--- config.mk ---
export PLATFORM = sky130hd
export DESIGN_NAME = synth_divider_program_regs
export DESIGN_NICKNAME = d
export VERILOG_FILES = /design/src/design/synth_prog_pkg.sv /design/src/design/synth_divider_program_regs.sv /design/src/design/serial_front.sv
export SDC_FILE = /design/constraint.sdc
export NUM_CORES = 1
export LEC_CHECK = 0
export ABC_AREA = 1
export BUFFER_PORTS_ARGS = -buffer_cell sky130_fd_sc_hd__buf_2
export CORE_UTILIZATION = 40
export CTS_BUF_LIST = sky130_fd_sc_hd__clkbuf_8 sky130_fd_sc_hd__clkbuf_16
export CTS_CLUSTER_DIAMETER = 120
export DETAILED_ROUTE_END_ITERATION = 16
export SYNTH_ARGS = -nofsm -noshare
export SYNTH_HDL_FRONTEND = slang
export SYNTH_SLANG_ARGS = --single-unit
--- constraint.sdc ---
create_clock -name core_clk -period 2.1 [get_ports core_clk]
set_input_delay 0.63 -clock core_clk [delete_from_list [all_inputs] [get_ports core_clk]]
set_output_delay 0.63 -clock core_clk [all_outputs]
set_load 0.005 [all_outputs]
--- src/design/synth_prog_pkg.sv ---
// Constants, field layouts and carriers for the synthesizer programming registers
// Operation
// - Select code 0000 routes the word to the integer/control register.
// - Select code 0001 routes the word to the main fraction register.
// - Select code 0010 routes the word to the auxiliary low register.
// - Select code 0011 routes the word to the phase/modulator control register.
// - Integer/control write with bit 21 set starts VCO band calibration.
// - With bit 21 clear, the update keeps the current VCO band.
// - Bit 20 selects the 4/5 or 8/9 prescaler.
// - Integer divide value is bits 19 to 4, sixteen bits.
// - Main fraction numerator is bits 27 to 4, twenty-four bits.
// - Aux fraction is high part bits 31:18 times 2^14 plus low part.
// - Aux modulus is high part bits 17:4 times 2^14 plus low part.
// - Integer/control write resets the modulator unless bit 30 of register 3 is set.
// - Buffered fields wait in shadow storage until the integer/control write.
package synth_prog_pkg;

  localparam int WORD_W = 32;
  localparam int SEL_W  = 4;
  localparam int SEL_LSB = 0;
  localparam int SEL_MSB = 3;

  // Register select codes
  localparam logic [3:0] SEL_INT_CTRL   = 4'h0;
  localparam logic [3:0] SEL_MAIN_FRAC  = 4'h1;
  localparam logic [3:0] SEL_AUX_LOW    = 4'h2;
  localparam logic [3:0] SEL_PHASE_CTRL = 4'h3;
  localparam logic [3:0] SEL_RESYNC_CLK = 4'hc;
  localparam logic [3:0] SEL_AUX_HIGH   = 4'hd;

  // Integer/control register
  localparam int INT_LSB      = 4;
  localparam int INT_MSB      = 19;
  localparam int PRESC_BIT    = 20;
  localparam int CAL_BIT      = 21;
  localparam int RSV_INT_LSB  = 22;
  localparam int RSV_INT_MSB  = 31;

  // Main fraction register
  localparam int FRAC_LSB     = 4;
  localparam int FRAC_MSB     = 27;
  localparam int RSV_FRAC_LSB = 28;
  localparam int RSV_FRAC_MSB = 31;

  // Auxiliary fraction / modulus parts (same layout in low and high registers)
  localparam int AUX_PART_W   = 14;
  localparam int AUXF_LSB     = 18;
  localparam int AUXF_MSB     = 31;
  localparam int AUXM_LSB     = 4;
  localparam int AUXM_MSB     = 17;

  // Phase/modulator control register
  localparam int PHASE_LSB    = 4;
  localparam int PHASE_MSB    = 27;
  localparam int PADJ_BIT     = 28;
  localparam int RESYNC_BIT   = 29;
  localparam int SD_DIS_BIT   = 30;
  localparam int RSV_PH_BIT   = 31;

  // Resync clock register
  localparam int RCLK_LSB     = 12;
  localparam int RCLK_MSB     = 31;

  localparam logic [WORD_W-1:0] WORD_RESET = 32'h0000_0000;

  typedef struct packed {
    logic        cal_enable;
    logic        prescaler_89;
    logic [15:0] int_value;
    logic [23:0] main_fraction;
    logic [27:0] aux_fraction;
    logic [27:0] aux_modulus;
  } divider_settings_s;

  typedef struct packed {
    logic        modulator_reset_disable;
    logic        resync_enable;
    logic        phase_adjust_enable;
    logic [23:0] phase_value;
  } phase_control_s;

  localparam divider_settings_s SETTINGS_RESET = '0;
  localparam phase_control_s    PHASE_RESET    = '0;

endpackage

--- src/design/synth_divider_program_regs.sv ---
// Write-only programming registers behind the three-wire serial port
`timescale 1ns/1ps

module synth_divider_program_regs (
  // Clock and reset
  input  wire logic                               core_clk,
  input  wire logic                               reset_n,
  // Three-wire serial port pins
  input  wire logic                               serial_clk_pin,
  input  wire logic                               serial_data_pin,
  input  wire logic                               serial_latch_pin,
  // Active divider settings
  output synth_prog_pkg::divider_settings_s       active_settings,
  output synth_prog_pkg::phase_control_s          phase_control,
  output logic [19:0]                             resync_clock_value,
  // Update events and state
  output logic                                    modulator_reset_pulse,
  output logic                                    calibration_start_pulse,
  output logic                                    vco_band_hold,
  output logic                                    update_pulse,
  // Word diagnostics
  output logic [3:0]                              last_select_code,
  output logic                                    word_length_error,
  output logic                                    reserved_bit_error
);

  // ----------------------------------------------------------------
  // Pin synchronisers
  // ----------------------------------------------------------------
  logic sclk_s;
  logic sdata_s;
  logic slatch_s;

  pin_sync u_sync_clk (
    .core_clk  (core_clk),
    .reset_n   (reset_n),
    .pin_in    (serial_clk_pin),
    .level_out (sclk_s)
  );

  pin_sync u_sync_data (
    .core_clk  (core_clk),
    .reset_n   (reset_n),
    .pin_in    (serial_data_pin),
    .level_out (sdata_s)
  );

  // Latch idles high: a low reset level would fake a latch edge on release
  pin_sync #(
    .RESET_LEVEL (1'b1)
  ) u_sync_latch (
    .core_clk  (core_clk),
    .reset_n   (reset_n),
    .pin_in    (serial_latch_pin),
    .level_out (slatch_s)
  );

  // ----------------------------------------------------------------
  // Edge detection
  // ----------------------------------------------------------------
  logic sclk_prev_r;
  logic slatch_prev_r;
  logic sclk_rise;
  logic latch_rise;

  always_ff @(posedge core_clk) begin
    if (!reset_n) begin
      sclk_prev_r   <= 1'b0;
      slatch_prev_r <= 1'b1;
    end else begin
      sclk_prev_r   <= sclk_s;
      slatch_prev_r <= slatch_s;
    end
  end

  // Bits only shift while latch is low; data and clock share sync latency
  assign sclk_rise  = sclk_s && !sclk_prev_r && !slatch_s;
  assign latch_rise = slatch_s && !slatch_prev_r;

  // ----------------------------------------------------------------
  // Serial word collection
  // ----------------------------------------------------------------
  logic [synth_prog_pkg::WORD_W-1:0] shift_word;
  logic [7:0]                        shift_count;

  word_shifter #(
    .W (synth_prog_pkg::WORD_W)
  ) u_shifter (
    .core_clk  (core_clk),
    .reset_n   (reset_n),
    .shift_en  (sclk_rise),
    .bit_in    (sdata_s),
    .clear     (latch_rise),
    .word      (shift_word),
    .bit_count (shift_count)
  );

  localparam logic [7:0] FULL_COUNT = 8'(synth_prog_pkg::WORD_W);

  // ----------------------------------------------------------------
  // Word decode
  // ----------------------------------------------------------------
  logic       word_ok;
  logic [3:0] sel;
  logic       wr_int;
  logic       wr_frac;
  logic       wr_aux_low;
  logic       wr_phase;
  logic       wr_rclk;
  logic       wr_aux_high;

  // Short or long words are dropped rather than half-applied
  assign word_ok = latch_rise && (shift_count == FULL_COUNT);
  assign sel     = shift_word[synth_prog_pkg::SEL_MSB:synth_prog_pkg::SEL_LSB];

  assign wr_int      = word_ok && (sel == synth_prog_pkg::SEL_INT_CTRL);
  assign wr_frac     = word_ok && (sel == synth_prog_pkg::SEL_MAIN_FRAC);
  assign wr_aux_low  = word_ok && (sel == synth_prog_pkg::SEL_AUX_LOW);
  assign wr_phase    = word_ok && (sel == synth_prog_pkg::SEL_PHASE_CTRL);
  assign wr_rclk     = word_ok && (sel == synth_prog_pkg::SEL_RESYNC_CLK);
  assign wr_aux_high = word_ok && (sel == synth_prog_pkg::SEL_AUX_HIGH);

  // ----------------------------------------------------------------
  // Shadow storage for double-buffered fields
  // ----------------------------------------------------------------
  logic [23:0] frac_shadow_r;
  logic [13:0] auxf_low_shadow_r;
  logic [13:0] auxm_low_shadow_r;
  logic [13:0] auxf_high_shadow_r;
  logic [13:0] auxm_high_shadow_r;

  always_ff @(posedge core_clk) begin
    if (!reset_n) begin
      frac_shadow_r <= '0;
    end else if (wr_frac) begin
      frac_shadow_r <= shift_word[synth_prog_pkg::FRAC_MSB:synth_prog_pkg::FRAC_LSB];
    end
  end

  always_ff @(posedge core_clk) begin
    if (!reset_n) begin
      auxf_low_shadow_r <= '0;
      auxm_low_shadow_r <= '0;
    end else if (wr_aux_low) begin
      auxf_low_shadow_r <= shift_word[synth_prog_pkg::AUXF_MSB:synth_prog_pkg::AUXF_LSB];
      auxm_low_shadow_r <= shift_word[synth_prog_pkg::AUXM_MSB:synth_prog_pkg::AUXM_LSB];
    end
  end

  always_ff @(posedge core_clk) begin
    if (!reset_n) begin
      auxf_high_shadow_r <= '0;
      auxm_high_shadow_r <= '0;
    end else if (wr_aux_high) begin
      auxf_high_shadow_r <= shift_word[synth_prog_pkg::AUXF_MSB:synth_prog_pkg::AUXF_LSB];
      auxm_high_shadow_r <= shift_word[synth_prog_pkg::AUXM_MSB:synth_prog_pkg::AUXM_LSB];
    end
  end

  // ----------------------------------------------------------------
  // Directly applied registers
  // ----------------------------------------------------------------
  always_ff @(posedge core_clk) begin
    if (!reset_n) begin
      phase_control <= synth_prog_pkg::PHASE_RESET;
    end else if (wr_phase) begin
      phase_control.modulator_reset_disable <= shift_word[synth_prog_pkg::SD_DIS_BIT];
      phase_control.resync_enable           <= shift_word[synth_prog_pkg::RESYNC_BIT];
      phase_control.phase_adjust_enable     <= shift_word[synth_prog_pkg::PADJ_BIT];
      phase_control.phase_value             <=
        shift_word[synth_prog_pkg::PHASE_MSB:synth_prog_pkg::PHASE_LSB];
    end
  end

  always_ff @(posedge core_clk) begin
    if (!reset_n) begin
      resync_clock_value <= '0;
    end else if (wr_rclk) begin
      resync_clock_value <= shift_word[synth_prog_pkg::RCLK_MSB:synth_prog_pkg::RCLK_LSB];
    end
  end

  // ----------------------------------------------------------------
  // Integer/control update: applies shadows to the active settings
  // ----------------------------------------------------------------
  always_ff @(posedge core_clk) begin
    if (!reset_n) begin
      active_settings <= synth_prog_pkg::SETTINGS_RESET;
    end else if (wr_int) begin
      active_settings.cal_enable    <= shift_word[synth_prog_pkg::CAL_BIT];
      active_settings.prescaler_89  <= shift_word[synth_prog_pkg::PRESC_BIT];
      active_settings.int_value     <=
        shift_word[synth_prog_pkg::INT_MSB:synth_prog_pkg::INT_LSB];
      active_settings.main_fraction <= frac_shadow_r;
      // High part times 2^14 plus low part is a plain concatenation
      active_settings.aux_fraction  <= {auxf_high_shadow_r, auxf_low_shadow_r};
      active_settings.aux_modulus   <= {auxm_high_shadow_r, auxm_low_shadow_r};
    end
  end

  // Disable bit is the value already held, not one in the same word
  always_ff @(posedge core_clk) begin
    if (!reset_n) begin
      modulator_reset_pulse <= 1'b0;
    end else begin
      modulator_reset_pulse <= wr_int && !phase_control.modulator_reset_disable;
    end
  end

  always_ff @(posedge core_clk) begin
    if (!reset_n) begin
      calibration_start_pulse <= 1'b0;
    end else begin
      calibration_start_pulse <= wr_int && shift_word[synth_prog_pkg::CAL_BIT];
    end
  end

  // Band hold: update without calibration keeps the present band
  always_ff @(posedge core_clk) begin
    if (!reset_n) begin
      vco_band_hold <= 1'b0;
    end else if (wr_int) begin
      vco_band_hold <= !shift_word[synth_prog_pkg::CAL_BIT];
    end
  end

  always_ff @(posedge core_clk) begin
    if (!reset_n) begin
      update_pulse <= 1'b0;
    end else begin
      update_pulse <= wr_int;
    end
  end

  // ----------------------------------------------------------------
  // Diagnostics of the last latched word; select code and reserved flag update only on full-length words
  // ----------------------------------------------------------------
  logic rsv_bad;

  // Host is meant to keep these zero; flagged, not enforced
  always_comb begin
    rsv_bad = 1'b0;
    case (sel)
      synth_prog_pkg::SEL_INT_CTRL: begin
        rsv_bad = |shift_word[synth_prog_pkg::RSV_INT_MSB:synth_prog_pkg::RSV_INT_LSB];
      end
      synth_prog_pkg::SEL_MAIN_FRAC: begin
        rsv_bad = |shift_word[synth_prog_pkg::RSV_FRAC_MSB:synth_prog_pkg::RSV_FRAC_LSB];
      end
      synth_prog_pkg::SEL_PHASE_CTRL: begin
        rsv_bad = shift_word[synth_prog_pkg::RSV_PH_BIT];
      end
      default: begin
        rsv_bad = 1'b0;
      end
    endcase
  end

  always_ff @(posedge core_clk) begin
    if (!reset_n) begin
      reserved_bit_error <= 1'b0;
      last_select_code   <= '0;
    end else if (word_ok) begin
      reserved_bit_error <= rsv_bad;
      last_select_code   <= sel;
    end
  end

  always_ff @(posedge core_clk) begin
    if (!reset_n) begin
      word_length_error <= 1'b0;
    end else if (latch_rise) begin
      word_length_error <= (shift_count != FULL_COUNT);
    end
  end

  // ----------------------------------------------------------------
  // Layout checks
  // ----------------------------------------------------------------
  // Field slices above assume the package layout fits these widths
  if (synth_prog_pkg::SEL_MSB - synth_prog_pkg::SEL_LSB + 1
      != synth_prog_pkg::SEL_W) begin : g_bad_sel
    $error("Select field width disagrees with the package");
  end

  if (synth_prog_pkg::FRAC_MSB - synth_prog_pkg::FRAC_LSB + 1
      != $bits(frac_shadow_r)) begin : g_bad_frac
    $error("Main fraction field width disagrees with its shadow");
  end

  if (synth_prog_pkg::AUXF_MSB - synth_prog_pkg::AUXF_LSB + 1
      != synth_prog_pkg::AUX_PART_W) begin : g_bad_auxf
    $error("Aux fraction part width disagrees with the package");
  end

  if (synth_prog_pkg::AUXM_MSB - synth_prog_pkg::AUXM_LSB + 1
      != synth_prog_pkg::AUX_PART_W) begin : g_bad_auxm
    $error("Aux modulus part width disagrees with the package");
  end

  if (synth_prog_pkg::RCLK_MSB - synth_prog_pkg::RCLK_LSB + 1
      != $bits(resync_clock_value)) begin : g_bad_rclk
    $error("Resync clock field width disagrees with its output");
  end

endmodule

--- src/design/serial_front.sv ---
// Pin synchroniser and serial word shifter for the three-wire port
`timescale 1ns/1ps

// Reset level should match the idle level of the pin
module pin_sync #(
  parameter logic RESET_LEVEL = 1'b0
) (
  // Clock and reset
  input  wire logic core_clk,
  input  wire logic reset_n,
  // Asynchronous pin in, synchronised level out
  input  wire logic pin_in,
  output logic      level_out
);

  logic meta_r;

  // First stage feeds only the second
  always_ff @(posedge core_clk) begin
    if (!reset_n) begin
      meta_r    <= RESET_LEVEL;
      level_out <= RESET_LEVEL;
    end else begin
      meta_r    <= pin_in;
      level_out <= meta_r;
    end
  end

endmodule

module word_shifter #(
  parameter int W = 32
) (
  // Clock and reset
  input  wire logic          core_clk,
  input  wire logic          reset_n,
  // Control
  input  wire logic          shift_en,
  input  wire logic          bit_in,
  input  wire logic          clear,
  // Collected word and saturating bit count
  output logic [W-1:0]       word,
  output logic [7:0]         bit_count
);

  if (W < 8 || W > 255) begin : g_bad_width
    $error("word_shifter width out of range");
  end

  localparam logic [7:0] COUNT_MAX = 8'hff;

  // Most significant bit arrives first
  always_ff @(posedge core_clk) begin
    if (!reset_n) begin
      word <= '0;
    end else if (shift_en) begin
      word <= {word[W-2:0], bit_in};
    end
  end

  // Clear wins over a same-cycle shift: latch edge closes the word
  always_ff @(posedge core_clk) begin
    if (!reset_n) begin
      bit_count <= 8'h00;
    end else if (clear) begin
      bit_count <= 8'h00;
    end else if (shift_en && bit_count != COUNT_MAX) begin
      bit_count <= bit_count + 8'h01;
    end
  end

endmodule

# Word-level counts from Yosys, hierarchy flattened
# Cells that the tools add are included.
# totals
register_bits	283
inputBits	5
out_inout_bits	155
word_cells	66
# op_classes
n_addsub	1
n_eq_ne	8
muxes	1
bitwise_logic	1
n_reduce_logical	22
# op_table
operator	count
$logic_and A1 B1 Y1	13
$reduce_or A10 Y1	1
$add A8 B1 Y8 const B	1
$eq A4 B2 Y1 const B	2
$eq A4 B4 Y1 const B	2
$eq A8 B6 Y1 const B	1
$ne A8 B6 Y1 const B	1
$ne A8 B8 Y1 const B	1
$logic_not A1 Y1	5
$eq A4 B1 Y1 const B	1
$logic_not A4 Y1	1
$reduce_or A4 Y1	1
$pmux W1 S3	1
$reduce_or A2 Y1	1
$not A1 Y1	1

# Depth between registers and ports, before layout
# Gate-level depths: netlist (run 1).
# logic_depth
word_depth	5
depth_mapped	11

# Modules after synthesis
# From an unflattened synthesis (run 1), not the netlist that was laid out.
# unflattened
cells_unflattened	1341
hier_area_um2	10994.3
# by_module_without_submodules
mod	instances	cells_per_inst	area_per_inst_um2
synth_divider_program_regs	1	1119	9278.9
word_shifter	1	204	1550.2
pin_sync	3	6	55.1

# Worst setup path before layout (run 1)
# No wires, ideal clock.
# synth_path
path_type	input to register
from	input port reset_n
to	register active_settings[0] in the netlist's numbering
setup_time_ns	0.132
arrival_time_ns	1.456
required_time_ns	1.968
path_slack_ns	0.512
path_stages	5
path_cell_list	clkbuf_1 inv_1 clkbuf_1 clkbuf_1 a21oi_1
# synth_rtl
element	line	rtl
start, declared	synth_divider_program_regs.sv:7	input wire logic reset_n,
end signal, assigned	synth_divider_program_regs.sv:188	active_settings <= synth_prog_pkg::SETTINGS_RESET;
end, declared	synth_divider_program_regs.sv:13	output synth_prog_pkg::divider_settings_s active_settings,
# No word-level cell between the ends.

# Worst setup path after layout (run 1)
# layout_path
from	register u_shifter.word[0]
to	register active_settings[23] in the netlist's numbering
# layout_via
elab_chain_cells	2
# layout_rtl
element	line	rtl
start, declared	serial_front.sv:42	output logic [W-1:0] word,
start signal, assigned	serial_front.sv:57	word <= {word[W-2:0], bit_in};
$logic_not A4 Y1	synth_divider_program_regs.sv:116	assign wr_int = word_ok && (sel == synth_prog_pkg::SEL_INT_CTRL);
$logic_and A1 B1 Y1	synth_divider_program_regs.sv:116	
# No other way between the ends.
# A chain may end at the register's enable or synchronous reset.

==> summary.md, run 1 <==
| Metric | Value |
|---|---|
| RSZ-0062 raised after global routing | no |
| Final Hold Viols | 0 |
| Crit path launch type | flip-flop |
| GR peak layer | met2 |
| Die W | 168 um |
| Final Critical Period | approximately 1.8 ns |
| P_sw | 2.37 mW |
| Final setup fails | 0 |
| Global route total overflow | 0 |
| Required time worst endpoint | 2.58 ns |
| Placed Cells | 1771 |
| Vias | 10100 |
| Met3 usage | 0.0512 |
| Fin Clk Skew | 0.00706 ns |
| Detail Route Antenna Nets | 0 |
| Clk_lat worst skew | 0.56 ns |
| Register area | between 0.005 and 0.006 mm^2 |
| Clock sinks | 283 |
| Die area | 0.0282 mm^2 |
| Core footprint | 0.0270 mm^2 |
| Total power | 11.0 mW |
| Multi-input logic area | 0.00447 mm^2 |
| Hold buffer count at cts | 0 |
| LEAKAGE | 4.87 nW |
| Pwr per Cell Area | approximately 850 mW/mm^2 |
| Iteration-0 DRC Markers | 730 |
| Synthesized area per cell | 8.06 um^2 |
| Max Slew Vio Count | 0 |
| Setup_tns | 0 ns |
| Comb pwr share | 0.023 |
| Clock transition at path regs | 0.06 ns |
| Sequential area share after synthesis | 0.515 |
| Worst slew pin tran | between 0.6 and 0.7 ns |
| I/O Buffers | 159 |
| Most common cell after layout, fill and taps aside | dfxtp_1 |
| Status | finished, final reports clean |
| Rel. slew slack | 0.598 |
| Routed wire length | 32.6 mm |
| Cell Count, Final, Fillers Out | 1823 |
| Max cap viols | 0 |
| Switching portion of total power | 0.216 |
| DR vias/cell | 5.55 |
| Rows | 60 |
| WL per Instance | 17.9 um |
| Most frequent cells in the layout | dfxtp_1 (283), nand2_1 (277), a21oi_1 (243) |
| Period utilisation layout | 0.865 |
| Initial Util | 0.408 |
| R2R cell count | 6 |
| Hold Path Stages | 2 |
| CTS Buf Count | 31 |
| Hold crit path type | in2reg |
| DR pass1 iterations | 4 |
| Power Internal | 8.60 mW |
| CP Class | reg2reg |
| Share of cells above drive strength 1 | 0.179 |
| Initial antenna violation count | 0 |
| Fmax | 551 MHz |
| Worst-path fanout max | 36 |
| Residual DRC | 0 |
| Met1 Use GR | 0.321 |
| Dpl hpwl | 20.8 mm |
| First-pass GRT wire length | 51.9 mm |
| Flop pwr share | 0.493 |
| CTS tree | done |
| PostCTS Resize Cnt | 0 |
| Nets | 1470 |
| CTS HTree Levels | 1 |
| GRT Overall Usage | 0.229 |
| Setup crit end kind | flip-flop |
| Die H | about 170 um |
| Postcts setup bufs | 0 |
| GRT met2 Usage | 0.351 |
| Syn Nets | 1371 |
| Mapped Cells | roughly 1400 |
| Crit path DAT | 2.30 ns |
| Vias in the first global route | approximately 9300 |
| Clock power share | 0.484 |
| Synth cell types | 27 |
| Number of synthesized register bits | between 200 and 300 |
| # IOs | 160 |
| Layout area overhead | 17.8% |
| RD Place Congestion | 0.833 |
| Max Root-Sink Buffers | 3 |
| Largest net degree at the start of global routing | 85 |
| Post-Syn Area | 0.0110 mm^2 |
| Synth warn | 0 |
| Max VDD drop | 0.000508 V |
| Ant. Diodes | 0 |
| Layout filler cell count | around 2700 |
| Clock Tree Root | clkbuf_16 |
[power groups by stage]
stage | combinational, mW | clock (mW) | sequential (mW)
2_1_floorplan | 0.174 | 0 | 5.51
3_3_place_gp | 0.245 | 0 | 5.53
3_5_place_dp | 0.247 | 0 | 5.53
4_1_cts | 0.248 | 5.41 | 5.41
5_1_grt | 0.275 | 5.63 | 5.41
6_report | 0.249 | 5.31 | 5.41
[kinds of logic (layout without fill, tap and decap cells)]
family | Yosys count | after routing | synth area share
compound gates | 281 | 281 | 0.129
xor+xnor | 3 | 3 | 0.00239
fa+ha+maj | 2 | 2 | 0.00228
buf+inv | 184 | 302 | 0.0807
flops | 283 | 283 | 0.515
simple gates | 611 | 611 | 0.271
[critical path, cell delays in order (launching register included)]
cell	delay [ns]
dfxtp_1	0.36
nor2_1	0.23
inv_1	0.12
nor2_4	0.21
buf_4	0.40
nand4_1	0.22
a21oi_1	0.20
[cells in the mapped netlist]
| cell type | instances | area [um^2] |
|---|---|---|
| nand3_2 | 3 | 30.0 |
| o21ai_0 | 35 | 175 |
| o31ai_1 | 3 | 22.5 |
| ha_1 | 2 | 25.0 |
| nor3_2 | 1 | 10.0 |
| or2_2 | 1 | 6.26 |
| nand3_1 | 8 | 40.0 |
| clkbuf_1 | 79 | 297 |
| nand2_2 | 1 | 6.26 |
| dfxtp_1 | 283 | 5670 |
| buf_2 | 25 | 125 |
| nor2_1 | 75 | 282 |
| a21oi_1 | 243 | 1220 |
| buf_4 | 4 | 30.0 |
| buf_1 | 5 | 18.8 |
| or2_1 | 1 | 6.26 |
| buf_6 | 20 | 225 |
| nand2_1 | 277 | 1040 |
| nor3_1 | 5 | 25.0 |
| xor2_1 | 3 | 26.3 |
| nor2_8 | 2 | 40.0 |
| inv_1 | 49 | 184 |
| nand4_1 | 229 | 1430 |
| nor2_2 | 5 | 31.3 |
| nand3b_1 | 1 | 7.51 |
| inv_2 | 2 | 7.51 |
| nor2_4 | 2 | 22.5 |
[per-stage QoR]
step / cell area, um^2 / util / setup slack (ns) / hold WS (ns)
floorplan: 11000 / - / 0.512 / 0.390
finish: 13000 / 0.481 / 0.284 / 0.252
global placement: 12000 / 0.444 / 0.336 / 0.396
CTS: 13000 / 0.481 / 0.281 / 0.242
global route: 13000 / 0.481 / 0.103 / 0.247
detailed placement: 12000 / 0.444 / 0.308 / 0.402
[final cells by class]
class	count	share of cell area
clock buffers	35	0.0641
clock inverters	17	0.0124
inverters	51	0.0152
multi-input cells	897	0.345
flip-flops and latches	283	0.437
well taps	341	0.0329
repair buffers	199	0.0933
[metal layers]
layer / vias to the layer above / part of all wire
met4: 0 / 0.024
met1: 4795 / 0.45
met2: 333 / 0.44
met3: 50 / 0.078
li1: 4947 / -
met5: - / 0
[final timing paths]
kind         slack (ns)                     end                 from
min                0.25     u_sync_latch.meta_r     serial_latch_pin
max reg2reg        0.28     active_settings[23]    u_shifter.word[0]
max                0.28     active_settings[23]    u_shifter.word[0]
min reg2reg        0.41  u_sync_latch.level_out  u_sync_latch.meta_r
[registers in the layout (all words and copies together) (netlist names), 4 cells and up]
register,cells
auxm_high_shadow_r,14
auxf_low_shadow_r,14
resync_clock_value,20
active_settings,98
auxm_low_shadow_r,14
last_select_code,4
phase_control,27
u_shifter.word,32
frac_shadow_r,24
u_shifter.bit_count,8
auxf_high_shadow_r,14
Power figures use the tool's default switching activity.
==> inputs of run 2 (changes only) <==
clock period = 2.2 ns   (was 2.1 ns; I/O delays follow)
==> run 2 against run 1 <==
Effect of this change: sequential share of layout area increased by 0.25 points; count of clock-buffer cells in the layout is 1 higher; wire length increased by 0.58%; power shrank 7.9%; via count fell by 0.42%; worst hold slack improved by 0.034 ns; non-clock buffer count fell by 1; critical path type unchanged; critical endpoint is now auxf_low_shadow_r[11]; largest power group unchanged.
==> summary.md, run 2 (same netlist as run 1, synthesis figures left out) <==
| Metric | Value |
|---|---|
| Status | finished, final reports clean (unchanged) |
| Fmax | 543 MHz (was 551 MHz) |
| Initial antenna violation count | 0 (unchanged) |
| CP Class | reg2reg (unchanged) |
| Worst path slowest cell | dfxtp_1 (was buf_4) |
| Multi-input logic area | 0.00447 mm^2 (unchanged) |
| DR pass1 iterations | 6 (was 4) |
| GRT Overall Usage | 0.228 (was 0.229) |
| Layout area overhead | 17.1% (was 17.8%) |
| Hold crit path type | in2reg (unchanged) |
| # IOs | 160 (unchanged) |
| Most common cell after layout, fill and taps aside | dfxtp_1 (unchanged) |
| Iteration-0 DRC Markers | 884 (was 730) |
| Pwr per Cell Area | 785 mW/mm^2 (was 847 mW/mm^2) |
| CTS tree | done (unchanged) |
| Hold buffer count at cts | 0 (unchanged) |
| Max VDD drop | 0.000396 V (was 0.000508 V) |
| Die area | 0.0282 mm^2 (unchanged) |
| Period utilisation layout | 0.838 (was 0.865) |
| Clock transition at path regs | 0.06 ns (about the same) |
| Initial Util | 0.408 (unchanged) |
| Final setup fails | 0 (unchanged) |
| Required time worst endpoint | 2.61 ns (was 2.58 ns) |
| Dpl hpwl | 20.6 mm (was 20.8 mm) |
| Largest reg by FF count | active_settings (unchanged) |
| Vias in the first global route | 9071 (was 9273) |
| Clock Tree Root | clkbuf_16 (unchanged) |
| Rows | 60 (unchanged) |
| Residual DRC | 0 (unchanged) |
| First-pass GRT wire length | 51.2 mm (was 51.9 mm) |
| Clk_lat worst skew | 0.55 ns (was 0.56 ns) |
| Worst slew pin tran | 0.627 ns (was 0.603 ns) |
| Rel. slew slack | 0.582 (was 0.598) |
| Largest regs | active_settings: 98 flops, u_shifter.word: 32 flops, phase_control: 27 flops (unchanged) |
| Max reg flops | 98 (unchanged) |
| Routed wire length | 32.8 mm (was 32.6 mm) |
| Layout filler cell count | 2688 (was 2650) |
| I/O Buffers | 159 (unchanged) |
| Ant. Diodes | 0 (unchanged) |
| Cells along the critical path | inv_1 > ha_1 > nand2_2 > nor2_8 > buf_4 > nand3_2 > buf_4 > nand2_1 > a21oi_1 (was nor2_1 > inv_1 > nor2_4 > buf_4 > nand4_1 > a21oi_1) |
| Vias | 10100 (about the same) |
| Global route total overflow | 0 (unchanged) |
| Most frequent cells in the layout | dfxtp_1 (283), nand2_1 (277), a21oi_1 (243) (unchanged) |
| Setup crit end kind | flip-flop (unchanged) |
| Crit path launch type | flip-flop (unchanged) |
| Total power | 10.1 mW (was 11.0 mW) |
| Register area | 0.00567 mm^2 (unchanged) |
| Detail Route Antenna Nets | 0 (unchanged) |
| Core footprint | 0.0270 mm^2 (unchanged) |
| Setup_tns | 0 ns (unchanged) |
| Postcts setup bufs | 0 (unchanged) |
| Largest net degree at the start of global routing | 81 (was 85) |
| Share of cells above drive strength 1 | 0.175 (was 0.179) |
| Fin Clk Skew | 0.0155 ns (was 0.00706 ns) |
| Die H | 168 um (unchanged) |
| Final Core Density | 0.478 (was 0.481) |
| WL per Instance | 18.0 um (was 17.9 um) |
| CTS Buf Count | 30 (was 31) |
| RSZ-0062 raised after global routing | no (unchanged) |
| CTS HTree Levels | 1 (unchanged) |
| Max Slew Vio Count | 0 (unchanged) |
| DR vias/cell | 5.52 (was 5.55) |
| Largest incremental delay on the critical path | 0.32 ns (was 0.40 ns) |
| Final Critical Period | 1.84 ns (was 1.82 ns) |
| Cell mode on critical path | buf_4 |
| Nets | 1468 (was 1470) |
| RD Place Congestion | 0.896 (was 0.833) |
| Die W | 168 um (unchanged) |
| Worst-path fanout max | 28 (was 36) |
| Max Root-Sink Buffers | 3 (unchanged) |
| Crit path DAT | 2.25 ns (was 2.30 ns) |
| Final Hold Viols | 0 (unchanged) |
| LEAKAGE | 4.85 nW (was 4.87 nW) |
| Clock sinks | 283 (unchanged) |
| PostCTS Resize Cnt | 0 (unchanged) |
| Max cap viols | 0 (unchanged) |
## run 2: metal layers
layer  global-route usage  wire length, um  up-vias
met5                    0                0        -
met4               0.0690              916        0
met3               0.0435             2360       61
met2                0.351            14400      338
met1                0.321            15100     4738
li1                     -                -     4945
## run 2: report_power, final
part / internal (mW) / leakage, nW / switching, mW
sequential: 5.14 / 2.28 / 0.0290
combinational: 0.0523 / 2.06 / 0.185
clock: 2.69 / 0.508 / 2.02
total: 7.88 / 4.85 / 2.23
## run 2: path summary, 6_finish.rpt
check / from / to / slack [ns] / depth (start not counted)
hold reg to reg: u_sync_data.meta_r / u_sync_data.level_out / 0.41 / 2
setup / recovery: u_shifter.bit_count[0] / auxf_low_shadow_r[11] / 0.36 / 9
hold / removal: serial_latch_pin / u_sync_latch.meta_r / 0.29 / 2
setup reg to reg: u_shifter.bit_count[0] / auxf_low_shadow_r[11] / 0.36 / 9
## run 2: stage by stage
step / instance area (um^2) / setup WS [ns] / std cells / hold slack, ns
floorplan: 11000 / 0.582 / 1364 / 0.390
global placement: 12000 / 0.422 / 1770 / 0.397
detailed placement: 12000 / 0.392 / 1770 / 0.395
CTS: 12900 / 0.364 / 1825 / 0.275
global route: 12900 / 0.178 / 1825 / 0.277
finish: 12900 / 0.357 / 1825 / 0.287
## run 2: area by class of cell
cell class / instances / share of cell area
flip-flops and latches: 283 / 0.440
multi-input cells: 897 / 0.347
repair buffers: 198 / 0.0932
clock buffers: 36 / 0.0656
well taps: 341 / 0.0331
inverters: 51 / 0.0153
clock inverters: 19 / 0.00622
## run 2: critical path, delay by kind of cell, from the launching register on
family / cells / cell delay (ns)
simple gates: 4 / 0.51
buf+inv: 3 / 0.60
fa+ha+maj: 1 / 0.18
flops: 1 / 0.32
compound gates: 1 / 0.06
==> inputs of run 3 (changes only) <==
ABC_AREA = 0   (was 1)
clock period = 1.9 ns   (was 2.2 ns; I/O delays follow)
==> run 3 against run 2 <==
Effect of this change: non-clock buffer count rose by 13; design area rose by 3.1%; power rose by 17%; cell count fell by 12%; critical endpoint is now active_settings[52].
==> summary.md, run 3 <==
| Metric | Value |
|---|---|
| Hold buffer count at cts | 0 (unchanged) |
| # IOs | 160 (unchanged) |
| Detail Route Antenna Nets | 0 (unchanged) |
| Initial antenna violation count | 0 (unchanged) |
| Routed wire length | 26.0 mm (was 32.8 mm) |
| CP Class | reg2reg (unchanged) |
| Clock power share | 0.482 (was 0.465) |
| Vias | 7687 (was 10100) |
| Crit path launch type | flip-flop (unchanged) |
| WL per Instance | 16.3 um (was 18.0 um) |
| Final Core Density | 0.504 (was 0.478) |
| Crit path DAT | 2.24 ns (was 2.25 ns) |
| Largest reg by FF count | active_settings (unchanged) |
| Area fraction of the dominant cell type after synthesis | 0.522 (was 0.515) |
| Top cells by count, synth | dfxtp_1 (283), nand2_1 (272), mux2i_1 (180) (was dfxtp_1 (283), nand2_1 (277), a21oi_1 (243)) |
| Rows | 59 (was 60) |
| Max reg flops | 98 (unchanged) |
| Power Internal | 9.41 mW (was 7.88 mW) |
| Count leader, synth | dfxtp_1 (unchanged) |
| Max Slew Vio Count | 0 (unchanged) |
| Largest net degree at the start of global routing | 68 (was 81) |
| P_sw | 2.44 mW (was 2.23 mW) |
| Vias in the first global route | 7259 (was 9071) |
| Async SR Flop Fraction | 0 (unchanged) |
| Nets | 1256 (was 1468) |
| Worst-path fanout max | 9 (was 28) |
| Die W | 167 um (was 168 um) |
| Dpl hpwl | 16.6 mm (was 20.6 mm) |
| Comb pwr share | 0.016 (was 0.023) |
| Largest regs | active_settings: 98 flops, u_shifter.word: 32 flops, phase_control: 27 flops (unchanged) |
| Top delay family on crit path | simple AND/OR/NAND/NOR gates (was buffers and inverters) |
| Largest incremental delay on the critical path | 0.33 ns (was 0.32 ns) |
| Pwr per Cell Area | 893 mW/mm^2 (was 785 mW/mm^2) |
| Clock sinks | 283 (unchanged) |
| Most frequent cells in the layout | dfxtp_1 (281), nand2_1 (272), mux2i_1 (179) (was dfxtp_1 (283), nand2_1 (277), a21oi_1 (243)) |
| Status | finished, final reports clean (unchanged) |
| Synth warn | 0 (unchanged) |
| Ys flop type | dfxtp_1 (unchanged) |
| First-pass GRT wire length | 39.9 mm (was 51.2 mm) |
| Mapped Cells | 1089 (was 1364) |
| Hold crit path type | in2reg (unchanged) |
| Syn Nets | 1096 (was 1371) |
| DR pass1 iterations | 4 (was 6) |
| Max Root-Sink Buffers | 3 (unchanged) |
| Die area | 0.0278 mm^2 (was 0.0282 mm^2) |
| Initial Util | 0.412 (was 0.408) |
| Share of cells above drive strength 1 | 0.218 (was 0.175) |
| Ant. Diodes | 0 (unchanged) |
| Flop pwr share | 0.502 (was 0.511) |
| I/O Buffers | 159 (unchanged) |
| Iteration-0 DRC Markers | 410 (was 884) |
| Switching portion of total power | 0.206 (was 0.221) |
| RD Place Congestion | 0.757 (was 0.896) |
| CTS HTree Levels | 1 (unchanged) |
| Synthesized area per cell | 9.96 um^2 (was 8.06 um^2) |
| Number of synthesized register bits | 283 (unchanged) |
| Fmax | 554 MHz (was 543 MHz) |
| Total power | 11.9 mW (was 10.1 mW) |
| Worst path bufs/invs | 3 (unchanged) |
| Clock Tree Root | clkbuf_16 (unchanged) |
| Global route total overflow | 0 (unchanged) |
| Max VDD drop | 0.000631 V (was 0.000396 V) |
| Cells along the critical path | inv_1 > ha_1 > and4bb_2 > and4_4 > buf_12 > clkbuf_16 > mux2i_1 > nor2b_1 (was inv_1 > ha_1 > nand2_2 > nor2_8 > buf_4 > nand3_2 > buf_4 > nand2_1 > a21oi_1) |
| Most common cell after layout, fill and taps aside | dfxtp_1 (unchanged) |
| Ranking of synthesized cells by area | dfxtp_1 (52%), mux2i_1 (17%), nand2_1 (9.4%) (was dfxtp_1 (52%), nand4_1 (13%), a21oi_1 (11%)) |
| Synth cell types | 44 (was 27) |
| Final Critical Period | 1.81 ns (was 1.84 ns) |
| Residual DRC | 0 (unchanged) |
| CTS tree | done (unchanged) |
| LEAKAGE | 5.69 nW (was 4.85 nW) |
| Core footprint | 0.0264 mm^2 (was 0.0270 mm^2) |
| Post-synth EDFFs | 0 (unchanged) |
| Setup crit end kind | flip-flop (unchanged) |
| DR vias/cell | 4.80 (was 5.52) |
| Post-Syn Area | 0.0109 mm^2 (was 0.0110 mm^2) |
| Worst slack at placement | 0.0269 ns (was 0.392 ns) |
| Required time worst endpoint | 2.33 ns (was 2.61 ns) |
| Sequential area share after synthesis | 0.522 (was 0.515) |
| Die H | 167 um (was 168 um) |
| Clock transition at path regs | 0.06 ns (about the same) |
| CTS Buf Count | 31 (was 30) |
| Worst path slowest cell | dfxtp_2 (was dfxtp_1) |
| Layout area overhead | 22.3% (was 17.1%) |
| Final Hold Viols | 0 (unchanged) |
| Fin Clk Skew | 0.00678 ns (was 0.0155 ns) |
| Worst slew pin tran | 0.735 ns (was 0.627 ns) |
| Final setup fails | 0 (unchanged) |
| RSZ-0062 raised after global routing | yes (was no) |
| Clk_lat worst skew | 0.54 ns (was 0.55 ns) |
| Largest area contributor in the netlist | dfxtp_1 (unchanged) |
| Period utilisation layout | 0.951 (was 0.838) |
| GRT Overall Usage | 0.178 (was 0.228) |
| Max cap viols | 0 (unchanged) |
| PnR worst setup slack | 0.0938 ns (was 0.357 ns) |
| Rel. slew slack | 0.510 (was 0.582) |
| Setup_tns | 0 ns (unchanged) |
-- run 3: logic make-up after synthesis --
logic type                 count (synthesis)  share of synthesized area
and+or+nand+nor                          436                      0.192
DFF                                      283                      0.522
muxes                                    180                      0.166
AOI/OAI and AO/OA                         97                     0.0652
buffers and inverters                     88                     0.0495
xor gates and xnor gates                   3                    0.00242
adders and majority gates                  2                    0.00231
-- run 3: power groups by stage --
stage	combinational, mW	clock [mW]	sequential, mW
detailed placement	0.195	0	6.08
finish	0.194	5.71	5.95
floorplan	0.135	0	6.08
CTS	0.195	5.85	5.94
global placement	0.196	0	6.08
global route	0.210	6.12	5.94
-- run 3: final timing paths --
path | from | end | slack [ns] | cells past startpoint
setup / recovery | u_shifter.bit_count[1] | active_settings[52] | 0.09 | 8
hold / removal | serial_latch_pin | u_sync_latch.meta_r | 0.21 | 2
setup reg to reg | u_shifter.bit_count[1] | active_settings[52] | 0.09 | 8
hold reg to reg | u_sync_latch.meta_r | u_sync_latch.level_out | 0.41 | 1
-- run 3: cell type report --
type	instances	area, um^2
clock inverters	12	86.3
repair buffers	211	1530
well taps	335	419
flip-flops and latches	283	5670
fillers	2478	13100
clock buffers	39	886
inverters	4	15.0
multi-input cells	718	4670
-- run 3: metal layers --
metal	vias up	share of wire	GRT usage	wire [um]
met1	3592	0.46	0.230	12000
met5	-	0	0	0
met2	148	0.48	0.304	12400
met4	0	0.021	0.0483	544
li1	3913	-	-	-
met3	34	0.039	0.0316	1020
-- run 3: through the flow --
| stage | cell area (um^2) | std cells | hold WS, ns |
|---|---|---|---|
| floorplan | 10900 | 1089 | 0.386 |
| global placement | 12100 | 1538 | 0.391 |
| detailed placement | 12100 | 1538 | 0.400 |
| CTS | 13000 | 1589 | 0.194 |
| global route | 13300 | 1602 | 0.204 |
| finish | 13300 | 1602 | 0.208 |
-- run 3: repair_timing --
action | CTS | global route
setup endpoints to repair | 2 | 126
gates cloned | 0 | 8
pin swaps | 1 | 2
setup buffers | 0 | 5
gates resized for setup | 1 | 7
